==> src/include/aidt_pkg.sv <==
package aidt_pkg;

    localparam int AIDT_AW = 8;
    localparam int AIDT_CW = 18;

    // Register byte offsets.
    localparam logic [7:0] OFF_CTRL  = 8'h00;
    localparam logic [7:0] OFF_INSTR = 8'h04;
    localparam logic [7:0] OFF_GO    = 8'h08;
    localparam logic [7:0] OFF_STAT  = 8'h0C;
    localparam logic [7:0] OFF_COUNT = 8'h10;
    localparam logic [7:0] OFF_FLAGS = 8'h14;

    localparam logic [31:0] CTRL_RST  = 32'h0000_0000;
    localparam logic [31:0] INSTR_RST = 32'h0000_0000;
    localparam int          GO_BIT    = 0;

    localparam logic [1:0] RESP_OKAY   = 2'h0;
    localparam logic [1:0] RESP_SLVERR = 2'h2;

    // Opcodes.
    localparam logic [7:0] OP_FIX_SUM  = 8'h37;
    localparam logic [7:0] OP_FIX_DIV  = 8'hD5;
    localparam logic [7:0] OP_FIX_MUL  = 8'hD4;
    localparam logic [7:0] OP_FIX_SUB  = 8'h3F;
    localparam logic [7:0] OP_ADJ_BASE = 8'h0A;
    localparam logic [7:0] OP_PLA      = 8'h63;
    localparam logic [5:0] OP_GRP_HI   = 6'h20;
    localparam logic [2:0] ALU_ADD     = 3'h0;
    localparam logic [2:0] ALU_ADC     = 3'h2;
    localparam logic [2:0] ALU_AND     = 3'h4;

    // Clock counts.
    localparam logic [7:0] T_NONE      = 8'h00;
    localparam logic [7:0] T_ASCII     = 8'h04;
    localparam logic [7:0] T_FIX_MUL   = 8'h10;
    localparam logic [7:0] T_REG       = 8'h01;
    localparam logic [7:0] T_HIT       = 8'h03;
    localparam logic [7:0] T_MISS      = 8'h05;
    localparam logic [7:0] T_PLA_REG   = 8'h06;
    localparam logic [7:0] T_PLA_MEM   = 8'h0A;
    localparam logic [7:0] T_PLA_MISS  = 8'h0A;
    localparam logic [7:0] T_TWO_REG   = 8'h01;
    localparam logic [7:0] T_MISAL     = 8'h02;

    // Flag masks, bit 8 down to 0: overflow, direction, interrupt, trap,
    // sign, zero, auxiliary, parity, carry.
    localparam logic [8:0] FL_ARITH = 9'h11F;
    localparam logic [8:0] FL_SZP   = 9'h01A;
    localparam logic [8:0] FL_OC    = 9'h101;
    localparam logic [8:0] FL_ADJ   = 9'h005;
    localparam logic [8:0] FL_Z     = 9'h008;

    typedef enum logic [3:0] {
        CL_NONE, CL_FIX_SUM, CL_FIX_DIV, CL_FIX_MUL, CL_FIX_SUB,
        CL_ADC, CL_ADD, CL_AND, CL_PLA
    } aidt_class_t;

    typedef struct packed {
        logic [7:0] level;
        logic [7:0] rep;
        logic [9:0] rsvd;
        logic       misal;
        logic       o32;
        logic       a32;
        logic       taken;
        logic       hit;
        logic       prot;
    } aidt_ctrl_t;

    typedef struct packed {
        logic [9:0]  rsvd;
        logic        mem_op;
        logic        sext;
        logic        wide;
        logic        reg_dest;
        logic [2:0]  disp_len;
        logic [2:0]  imm_len;
        logic [3:0]  len;
        aidt_class_t cls;
        logic        known;
        logic        invalid;
        logic        done;
        logic        busy;
    } aidt_stat_t;

    typedef struct packed {
        aidt_class_t cls;
        logic        known;
        logic        invalid;
        logic        mem_op;
        logic        reg_dest;
        logic        wide;
        logic        sext;
        logic [2:0]  imm_len;
        logic [2:0]  disp_len;
        logic [3:0]  len;
        logic [8:0]  fl_mod;
        logic [8:0]  fl_clr;
        logic [7:0]  t_sel;
        logic        two_reg;
        logic        misal_add;
    } aidt_dec_t;

    typedef struct packed {
        logic [7:0] first;
        logic [7:0] second;
        logic [7:0] iter;
        logic [7:0] rep;
        logic [7:0] lvl_cost;
        logic [7:0] level;
        logic       taken;
        logic       two_reg;
        logic       misal;
    } aidt_tim_t;

endpackage : aidt_pkg

==> src/hdl/aidt_clk_calc.sv <==
`timescale 1ns/10ps
`default_nettype none
module aidt_clk_calc
    import aidt_pkg::*;
#(
    parameter int CW = AIDT_CW
) (
    input  wire aidt_tim_t     tim,
    output logic [CW-1:0]      total
);

    generate
        if (CW < 18) begin : g_chk
            $error("Count width too narrow for the largest total.");
        end
    endgenerate

    always_comb begin
        total = CW'(tim.taken ? tim.first : tim.second)
              + CW'(tim.rep) * CW'(tim.iter)
              + CW'(tim.level) * CW'(tim.lvl_cost)
              + CW'(tim.two_reg ? T_TWO_REG : T_NONE)
              + CW'(tim.misal ? T_MISAL : T_NONE);
    end

endmodule : aidt_clk_calc
`default_nettype wire

==> src/hdl/aidt_cycle_timer.sv <==
`timescale 1ns/10ps
`default_nettype none
module aidt_cycle_timer
    import aidt_pkg::*;
#(
    parameter int CW = AIDT_CW
) (
    input  wire logic          clk,
    input  wire logic          rstn,
    input  wire logic          load,
    input  wire logic [CW-1:0] cycles,
    input  wire logic          stall,
    output logic               busy,
    output logic               done
);

    logic [CW-1:0] remain_r;

    always_ff @(posedge clk) begin
        if (!rstn) begin
            remain_r <= '0;
            busy     <= 1'b0;
            done     <= 1'b0;
        end else if (load) begin
            remain_r <= cycles;
            busy     <= (cycles != '0);
            done     <= (cycles == '0);
        end else if (busy && !stall) begin
            remain_r <= remain_r - CW'(1);
            busy     <= (remain_r != CW'(1));
            done     <= (remain_r == CW'(1));
        end else begin
            done     <= 1'b0;
        end
    end
endmodule : aidt_cycle_timer
`default_nettype wire

==> src/hdl/aidt_decode_top.sv <==
`timescale 1ns/10ps
`default_nettype none
module aidt_decode_top
    import aidt_pkg::*;
(
    input  wire logic               aclk,
    input  wire logic               aresetn,
    input  wire logic [AIDT_AW-1:0] awaddr,
    input  wire logic               awvalid,
    output logic                    awready,
    input  wire logic [31:0]        wdata,
    input  wire logic [3:0]         wstrb,
    input  wire logic               wvalid,
    output logic                    wready,
    output logic [1:0]              bresp,
    output logic                    bvalid,
    input  wire logic               bready,
    input  wire logic [AIDT_AW-1:0] araddr,
    input  wire logic               arvalid,
    output logic                    arready,
    output logic [31:0]             rdata,
    output logic [1:0]              rresp,
    output logic                    rvalid,
    input  wire logic               rready,
    input  wire logic               exec_stall,
    output logic                    exec_busy,
    output logic                    invalid_opcode
);

    aidt_ctrl_t          ctrl_r, ctrl_nxt;
    logic [31:0]         instr_r, instr_nxt;
    logic [AIDT_AW-1:0]  aw_addr_r;
    logic [31:0]         w_data_r;
    logic [3:0]          w_strb_r;
    logic                aw_have_r, w_have_r, wr_fire, go_fire, done_r, tmr_done;
    logic [7:0]          wa, ra, b0, b1, b2;
    aidt_dec_t           dec, dec_r;
    aidt_tim_t           tim;
    aidt_stat_t          stat;
    logic [AIDT_CW-1:0]  total, count_r;
    logic [7:0]          t_hit, t_miss;
    logic [2:0]          alu, md_rm;
    logic [1:0]          md, opn;
    logic                modrm, mem, sib, alu_ok, acc_imm;

    assign wa      = 8'({aw_addr_r[AIDT_AW-1:2], 2'b00});
    assign ra      = 8'({araddr[AIDT_AW-1:2], 2'b00});
    assign wr_fire = aw_have_r && w_have_r && !bvalid;
    assign go_fire = wr_fire && wa == OFF_GO && w_strb_r[0] && w_data_r[GO_BIT] && !exec_busy;
    assign b0      = instr_r[7:0];
    assign b1      = instr_r[15:8];
    assign b2      = instr_r[23:16];
    assign md      = b1[7:6];
    assign md_rm   = b1[2:0];

    // Write address and data are taken independently; the response follows both.
    always_ff @(posedge aclk) begin
        if (!aresetn) begin
            awready   <= 1'b1;
            wready    <= 1'b1;
            aw_have_r <= 1'b0;
            w_have_r  <= 1'b0;
            aw_addr_r <= '0;
            w_data_r  <= '0;
            w_strb_r  <= '0;
            bvalid    <= 1'b0;
            bresp     <= RESP_OKAY;
        end else begin
            if (awvalid && awready) begin
                aw_addr_r <= awaddr;
                aw_have_r <= 1'b1;
                awready   <= 1'b0;
            end
            if (wvalid && wready) begin
                w_data_r <= wdata;
                w_strb_r <= wstrb;
                w_have_r <= 1'b1;
                wready   <= 1'b0;
            end
            if (wr_fire) begin
                aw_have_r <= 1'b0;
                w_have_r  <= 1'b0;
                bvalid    <= 1'b1;
                bresp     <= (wa == OFF_CTRL || wa == OFF_INSTR || wa == OFF_GO)
                             ? RESP_OKAY : RESP_SLVERR;
            end
            if (bvalid && bready) begin
                bvalid  <= 1'b0;
                awready <= 1'b1;
                wready  <= 1'b1;
            end
        end
    end

    always_comb begin
        ctrl_nxt  = ctrl_r;
        instr_nxt = instr_r;
        for (int i = 0; i < 4; i++) begin
            if (w_strb_r[i]) begin
                ctrl_nxt[8*i +: 8]  = w_data_r[8*i +: 8];
                instr_nxt[8*i +: 8] = w_data_r[8*i +: 8];
            end
        end
        ctrl_nxt.rsvd = '0;
    end

    always_ff @(posedge aclk) begin
        if (!aresetn) begin
            ctrl_r  <= CTRL_RST;
            instr_r <= INSTR_RST;
        end else if (wr_fire && !exec_busy) begin
            if (wa == OFF_CTRL) begin
                ctrl_r <= ctrl_nxt;
            end
            if (wa == OFF_INSTR) begin
                instr_r <= instr_nxt;
            end
        end
    end

    // Instruction decode of the held bytes.
    always_comb begin
        dec     = '0;
        t_hit   = T_NONE;
        t_miss  = T_NONE;
        alu     = ALU_ADD;
        alu_ok  = 1'b0;
        acc_imm = 1'b0;
        modrm   = 1'b0;
        opn     = 2'd1;
        if (b0 == OP_FIX_SUM || b0 == OP_FIX_SUB) begin
            dec.known  = 1'b1;
            dec.cls    = (b0 == OP_FIX_SUM) ? CL_FIX_SUM : CL_FIX_SUB;
            t_hit      = T_ASCII;
            t_miss     = T_ASCII;
            dec.fl_mod = FL_ADJ;
        end else if ((b0 == OP_FIX_DIV || b0 == OP_FIX_MUL) && b1 == OP_ADJ_BASE) begin
            dec.known  = 1'b1;
            opn        = 2'd2;
            dec.cls    = (b0 == OP_FIX_MUL) ? CL_FIX_MUL : CL_FIX_DIV;
            t_hit      = (b0 == OP_FIX_MUL) ? T_FIX_MUL : T_ASCII;
            t_miss     = t_hit;
            dec.fl_mod = FL_SZP;
        end else if (b0[7:6] == 2'b00 && b0[2:1] != 2'b11
                     && (b0[5:3] == ALU_ADD || b0[5:3] == ALU_ADC || b0[5:3] == ALU_AND)) begin
            alu          = b0[5:3];
            alu_ok       = 1'b1;
            acc_imm      = b0[2];
            modrm        = !b0[2];
            dec.reg_dest = b0[2] | b0[1];
            dec.wide     = b0[0];
            if (b0[2]) begin
                dec.imm_len = b0[0] ? (ctrl_r.o32 ? 3'd4 : 3'd2) : 3'd1;
            end
        end else if (b0[7:2] == OP_GRP_HI
                     && (b1[5:3] == ALU_ADD || b1[5:3] == ALU_ADC || b1[5:3] == ALU_AND)) begin
            alu         = b1[5:3];
            alu_ok      = 1'b1;
            modrm       = 1'b1;
            dec.wide    = b0[0];
            dec.sext    = b0[1];
            dec.imm_len = (b0[0] && !b0[1]) ? (ctrl_r.o32 ? 3'd4 : 3'd2) : 3'd1;
        end else if (b0 == OP_PLA) begin
            dec.known   = 1'b1;
            modrm       = 1'b1;
            dec.cls     = CL_PLA;
            dec.wide    = 1'b1;
            dec.invalid = !ctrl_r.prot;
            dec.fl_mod  = FL_Z;
            if (ctrl_r.prot) begin
                t_hit  = (md == 2'b11) ? T_PLA_REG : T_PLA_MEM;
                t_miss = (md == 2'b11) ? T_PLA_REG : T_PLA_MISS;
            end
        end
        mem = modrm && md != 2'b11;
        sib = mem && ctrl_r.a32 && md_rm == 3'b100;
        if (alu_ok) begin
            dec.known = 1'b1;
            unique case (alu)
                ALU_ADC: dec.cls = CL_ADC;
                ALU_AND: dec.cls = CL_AND;
                default: dec.cls = CL_ADD;
            endcase
            dec.fl_mod = (alu == ALU_AND) ? FL_SZP : FL_ARITH;
            dec.fl_clr = (alu == ALU_AND) ? FL_OC : 9'h000;
            t_hit      = mem ? T_HIT : T_REG;
            t_miss     = mem ? T_MISS : T_REG;
        end
        dec.mem_op = mem;
        if (mem) begin
            if (md == 2'b01) begin
                dec.disp_len = 3'd1;
            end else if (md == 2'b10) begin
                dec.disp_len = ctrl_r.a32 ? 3'd4 : 3'd2;
            end else if (ctrl_r.a32) begin
                dec.disp_len = (md_rm == 3'b101 || (sib && b2[2:0] == 3'b101)) ? 3'd4 : 3'd0;
            end else begin
                dec.disp_len = (md_rm == 3'b110) ? 3'd2 : 3'd0;
            end
        end
        dec.two_reg   = mem && (ctrl_r.a32
                        ? (sib && b2[5:3] != 3'b100 && !(md == 2'b00 && b2[2:0] == 3'b101))
                        : !md_rm[2]);
        dec.misal_add = mem && dec.wide && ctrl_r.o32 && ctrl_r.misal;
        dec.len       = 4'(opn) + 4'(modrm) + 4'(sib) + 4'(dec.disp_len) + 4'(dec.imm_len);
        dec.t_sel     = (dec.invalid || !dec.known) ? T_NONE
                        : (ctrl_r.hit ? t_hit : t_miss);
    end

    always_comb begin
        tim          = '0;
        tim.first    = dec.t_sel;
        tim.second   = dec.t_sel;
        tim.taken    = ctrl_r.taken;
        tim.iter     = T_NONE;
        tim.rep      = ctrl_r.rep;
        tim.lvl_cost = T_NONE;
        tim.level    = ctrl_r.level;
        tim.two_reg  = dec.two_reg && dec.known && !dec.invalid;
        tim.misal    = dec.misal_add && dec.known && !dec.invalid;
    end

    aidt_clk_calc #(.CW(AIDT_CW)) u_calc (
        .tim   (tim),
        .total (total)
    );

    aidt_cycle_timer #(.CW(AIDT_CW)) u_timer (
        .clk    (aclk),
        .rstn   (aresetn),
        .load   (go_fire),
        .cycles (total),
        .stall  (exec_stall),
        .busy   (exec_busy),
        .done   (tmr_done)
    );

    // Launch captures the decode; completion is sticky until a launch clears it, and a done pulse in the same cycle wins over the clear.
    always_ff @(posedge aclk) begin
        if (!aresetn) begin
            dec_r          <= '0;
            count_r        <= '0;
            invalid_opcode <= 1'b0;
            done_r         <= 1'b0;
        end else begin
            if (go_fire) begin
                dec_r          <= dec;
                count_r        <= total;
                invalid_opcode <= dec.invalid;
            end
            if (tmr_done) begin
                done_r <= 1'b1;
            end else if (go_fire) begin
                done_r <= 1'b0;
            end
        end
    end

    always_comb begin
        stat          = '0;
        stat.busy     = exec_busy;
        stat.done     = done_r;
        stat.invalid  = invalid_opcode;
        stat.known    = dec_r.known;
        stat.cls      = dec_r.cls;
        stat.len      = dec_r.len;
        stat.imm_len  = dec_r.imm_len;
        stat.disp_len = dec_r.disp_len;
        stat.reg_dest = dec_r.reg_dest;
        stat.wide     = dec_r.wide;
        stat.sext     = dec_r.sext;
        stat.mem_op   = dec_r.mem_op;
    end

    always_ff @(posedge aclk) begin
        if (!aresetn) begin
            arready <= 1'b1;
            rvalid  <= 1'b0;
            rdata   <= '0;
            rresp   <= RESP_OKAY;
        end else if (arvalid && arready) begin
            arready <= 1'b0;
            rvalid  <= 1'b1;
            rresp   <= RESP_OKAY;
            case (ra)
                OFF_CTRL:  rdata <= ctrl_r;
                OFF_INSTR: rdata <= instr_r;
                OFF_GO:    rdata <= '0;
                OFF_STAT:  rdata <= stat;
                OFF_COUNT: rdata <= 32'(count_r);
                OFF_FLAGS: rdata <= {7'h00, dec_r.fl_clr, 7'h00, dec_r.fl_mod};
                default: begin
                    rdata <= '0;
                    rresp <= RESP_SLVERR;
                end
            endcase
        end else if (rvalid && rready) begin
            rvalid  <= 1'b0;
            arready <= 1'b1;
        end
    end
endmodule : aidt_decode_top
`default_nettype wire

==> config.mk <==
export PLATFORM = sky130hd
export DESIGN_NAME = aidt_decode_top
export DESIGN_NICKNAME = d
export VERILOG_FILES = /design/src/include/aidt_pkg.sv /design/src/hdl/aidt_clk_calc.sv /design/src/hdl/aidt_cycle_timer.sv /design/src/hdl/aidt_decode_top.sv
export SDC_FILE = /design/constraint.sdc
export NUM_CORES = 1
export LEC_CHECK = 0
export BUFFER_PORTS_ARGS = -buffer_cell sky130_fd_sc_hd__buf_2
export CELL_PAD_IN_SITES_DETAIL_PLACEMENT = 2
export CELL_PAD_IN_SITES_GLOBAL_PLACEMENT = 2
export CORE_ASPECT_RATIO = 0.9
export CORE_MARGIN = 5
export CORE_UTILIZATION = 38
export DETAILED_ROUTE_END_ITERATION = 6
export PLACE_DENSITY_LB_ADDON = 0.05
export SYNTH_ARGS = -nofsm -noshare
export SYNTH_HDL_FRONTEND = slang
export SYNTH_HIERARCHICAL = 1
export SYNTH_SLANG_ARGS = --single-unit
export TNS_END_PERCENT = 10
==> constraint.sdc <==
create_clock -name aclk -period 5.6 [get_ports aclk]
set_input_delay 0.56 -clock aclk [delete_from_list [all_inputs] [get_ports aclk]]
set_output_delay 0.56 -clock aclk [all_outputs]
set_load 0.05 [all_outputs]
==> impl_metrics.yaml <==
sta:
  skew_ps: 7.42
  fin_crit_sh: 0.961
  finalMaxSlewViolations: 0
  tightest_slew_ps: 953
  fin_setup_tns_ps: 0
  grt_setup_unrepaired: "no"
  min_period_ps: 5380
  hold_slack_ps: 251
  maxSlewHeadroom: 0.363
  setup_violations: 0
  hold_viol: 0
  fin_ws_ps: 217
  fmax_mhz: 186
floorplanning:
  die_area_mm2: 0.0392
  die-width_um: 208
  start_util: 0.384
  ioPinCount: 103
  row_count: 65
  die_h_um: 188
  core_mm2: 0.0350
grt:
  grt_max_degree: 68
  grt.total_usage: 0.245
  gr-total-overflow: 0
  antenna_found_initial: 3
  grt_pass1_vias: 13100
  grt_pass1_wl_mm: 76.0
yosys:
  synth.cell_area_mm2: 0.0134
  synth_sequential_area_ratio: 0.300
  synth-seq-cells: 201
  synth_common_cells: "nand2_1, dfxtp_1, inv_1"
  synth_ff_type: "dfxtp_1"
  yosys.cell_types.count: 87
  synth_edf_count: 0
  synthTopCellsByArea: "dfxtp_1, fa_1, ha_1"
  synth_top_cell_by_area: "dfxtp_1"
  avgSynthCellArea_um2: 8.60
  netlist_instances: 1560
  synth_top_cell_area_share: 0.300
  synthesis.yosys.warnings: 6
  yosysMostFrequentCell: "nand2_1"
  async_flop_share: 0
drt:
  postRouteAntennaNets: 0
  drt_iter0_drc: 762
  totalWireLength_mm: 48.5
  remaining_drc_errors: 1
  viasPerCell: 5.34
  first_pass_iters: 7
  wl_per_cell_um: 21.6
  num_vias: 12000
cells_and_area:
  final_util: 0.446
  multi_input_area_mm2: 0.00894
  area_growth_pct: 16.2
  nets: 2002
  stdcell_area_mm2: 0.0156
  drive_above_1_share: 0.112
  fin_cells: 2242
  regArea_mm2: 0.00402
  fillCellCount: 3947
status:
  violations: "design-rule violations"
  status: "finished, violations left"
placement:
  place_ws_ps: 117
  io_buffers: 96
  hpwl_mm: 36.7
  routabilityCongestion: 0.887
  placed_cells_incl_taps: 2202
  dpl_cell_area_mm2: 0.0148
setup_path:
  worstSetupStartpointType: "flop"
  worstPathRequired_ps: 6060
  critPathArrivalTime_ps: 5850
  criticalPathCategory: "flop to flop"
  cp-endpoint: "u_timer/done"
  cp_max_fo: 8
  r2r_cells: 21
  rr_endpoint: "u_timer/done"
  rr_startpoint: "instr_r[5]"
  r2r_setup_slack_ps: 220
  cp-startpoint: "instr_r[5]"
  cp-end-kind: "flop"
clock_network:
  htreeDepth: 1
  clockRootBuffer: "clkbuf_16"
  path_clk_slew_ps: 60
  cts_buffers: 22
  cts_hold_buffers: 0
  clk-insertion-delay-late_ps: 520
  cts_buffer_depth: 3
  cts_tree: "built"
  cts_sinks: 201
pwr:
  vdd_drop_max_mv: 0.189
  leakage_nw: 6.99
  power_density_mw_per_mm2: 204
  p_total_mw: 3.18
flow_run:
  drv_cap: 0
worst_hold_path:
  hp-class: "input port to flop"
kinds of logic (layout without fill, tap and decap cells):
kind of cell | after synthesis | in the layout | synth area share
and+or+nand+nor | 557 | 557 | 0.209
AOI/OAI and AO/OA | 337 | 337 | 0.160
buffers and inverters | 246 | 323 | 0.0740
DFF | 201 | 201 | 0.300
adders and majority gates | 185 | 185 | 0.235
xor gates and xnor gates | 24 | 24 | 0.0157
muxes | 9 | 9 | 0.00700
other | 1 | 137 | 0.000280
registers in the layout, summed over array words and instances (netlist names):
signal            cells
w_strb_r              4
aw_have_r             1
done_r                1
dec_r                24
u_timer/busy          1
w_data_r             32
u_timer/done          1
aw_addr_r             6
bvalid                1
rvalid                1
arready               1
awready               1
w_have_r              1
u_timer/remain_r     18
ctrl_r               22
rresp                 1
bresp                 1
count_r              18
instr_r              32
rdata                32
invalid_opcode        1
wready                1
layout by cell type, fill, tap and decap left out, types with 4 or more instances in the layout:
cell,Yosys,routed
ha_1,74,74
fa_1,111,111
a22oi_1,16,16
inv_1,162,162
a2bb2oi_1,9,9
dfxtp_1,201,201
clkbuf_16,0,22
and3_1,4,4
a31oi_1,15,15
o21a_1,7,7
nor4bb_1,4,4
buf_4,5,25
conb_1,1,136
xnor2_1,12,12
a31o_2,4,4
and2_1,85,85
a21o_1,10,10
xor2_1,12,12
o31ai_1,4,4
clkbuf_8,0,6
or3_1,8,8
nand3_1,79,79
nor3_1,16,14
nand2b_1,6,6
o211ai_1,4,4
o21ai_0,105,105
nand2_1,245,245
mux2i_1,6,6
buf_2,4,95
a222oi_1,21,21
a21oi_1,107,107
nand4_1,8,8
clkbuf_1,57,4
nor2_1,46,45
nand3b_1,8,8
and4_1,4,4
a211oi_1,4,4
nor2b_1,7,7
per-layer routing:
layer / global-route usage / share of wire / up-vias
met1: 0.365 / 0.48 / 6094
li1: - / - / 5525
met5: 0 / 0.00031 / -
met2: 0.389 / 0.44 / 299
met3: 0.0323 / 0.057 / 47
met4: 0.0374 / 0.016 / 2
worst min path at each step:
stage / end / slack (ps) / from / cells after the start
CTS: wready / 230 / wvalid / 2
detailed placement: rdata[4] / 440 / rdata[4] / 1
floorplan: done_r / 410 / u_timer/done / 2
global route: wready / 250 / wvalid / 2
global placement: rdata[4] / 430 / rdata[4] / 1
finish: wready / 250 / wvalid / 2
worst max-delay path: stages (launching register included):
cell	delay, ps
dfxtp_1	400
a221oi_1	450
nand2_1	180
o22a_1	250
nand3b_1	240
o32ai_2	310
mux2i_1	150
fa_1	450
inv_1	70
ha_1	220
inv_1	70
fa_1	150
inv_1	60
fa_1	440
ha_1	190
a21oi_1	180
o21bai_1	100
xor2_1	180
nor4_1	470
o2111ai_1	250
nor4b_2	380
o21a_1	150
power by group:
group	switching (mW)	total (mW)	internal [mW]
sequential	0.0169	1.47	1.45
clock	0.636	1.53	0.897
combinational	0.133	0.182	0.0497
cell type report:
cell class,count,area share
multi-input cells,1248,0.574
flip-flops and latches,201,0.258
repair buffers,120,0.0425
clock buffers,32,0.0416
inverters,164,0.0398
well taps,469,0.0376
clock inverters,7,0.00634
diodes,1,0.000161
repair_timing:
item,4_1_cts,5_1_grt
resized for setup,0,3
setup buffers,0,0
endpoints found under the setup margin,0,2
No activity file was read; power rests on OpenSTA's default activity.
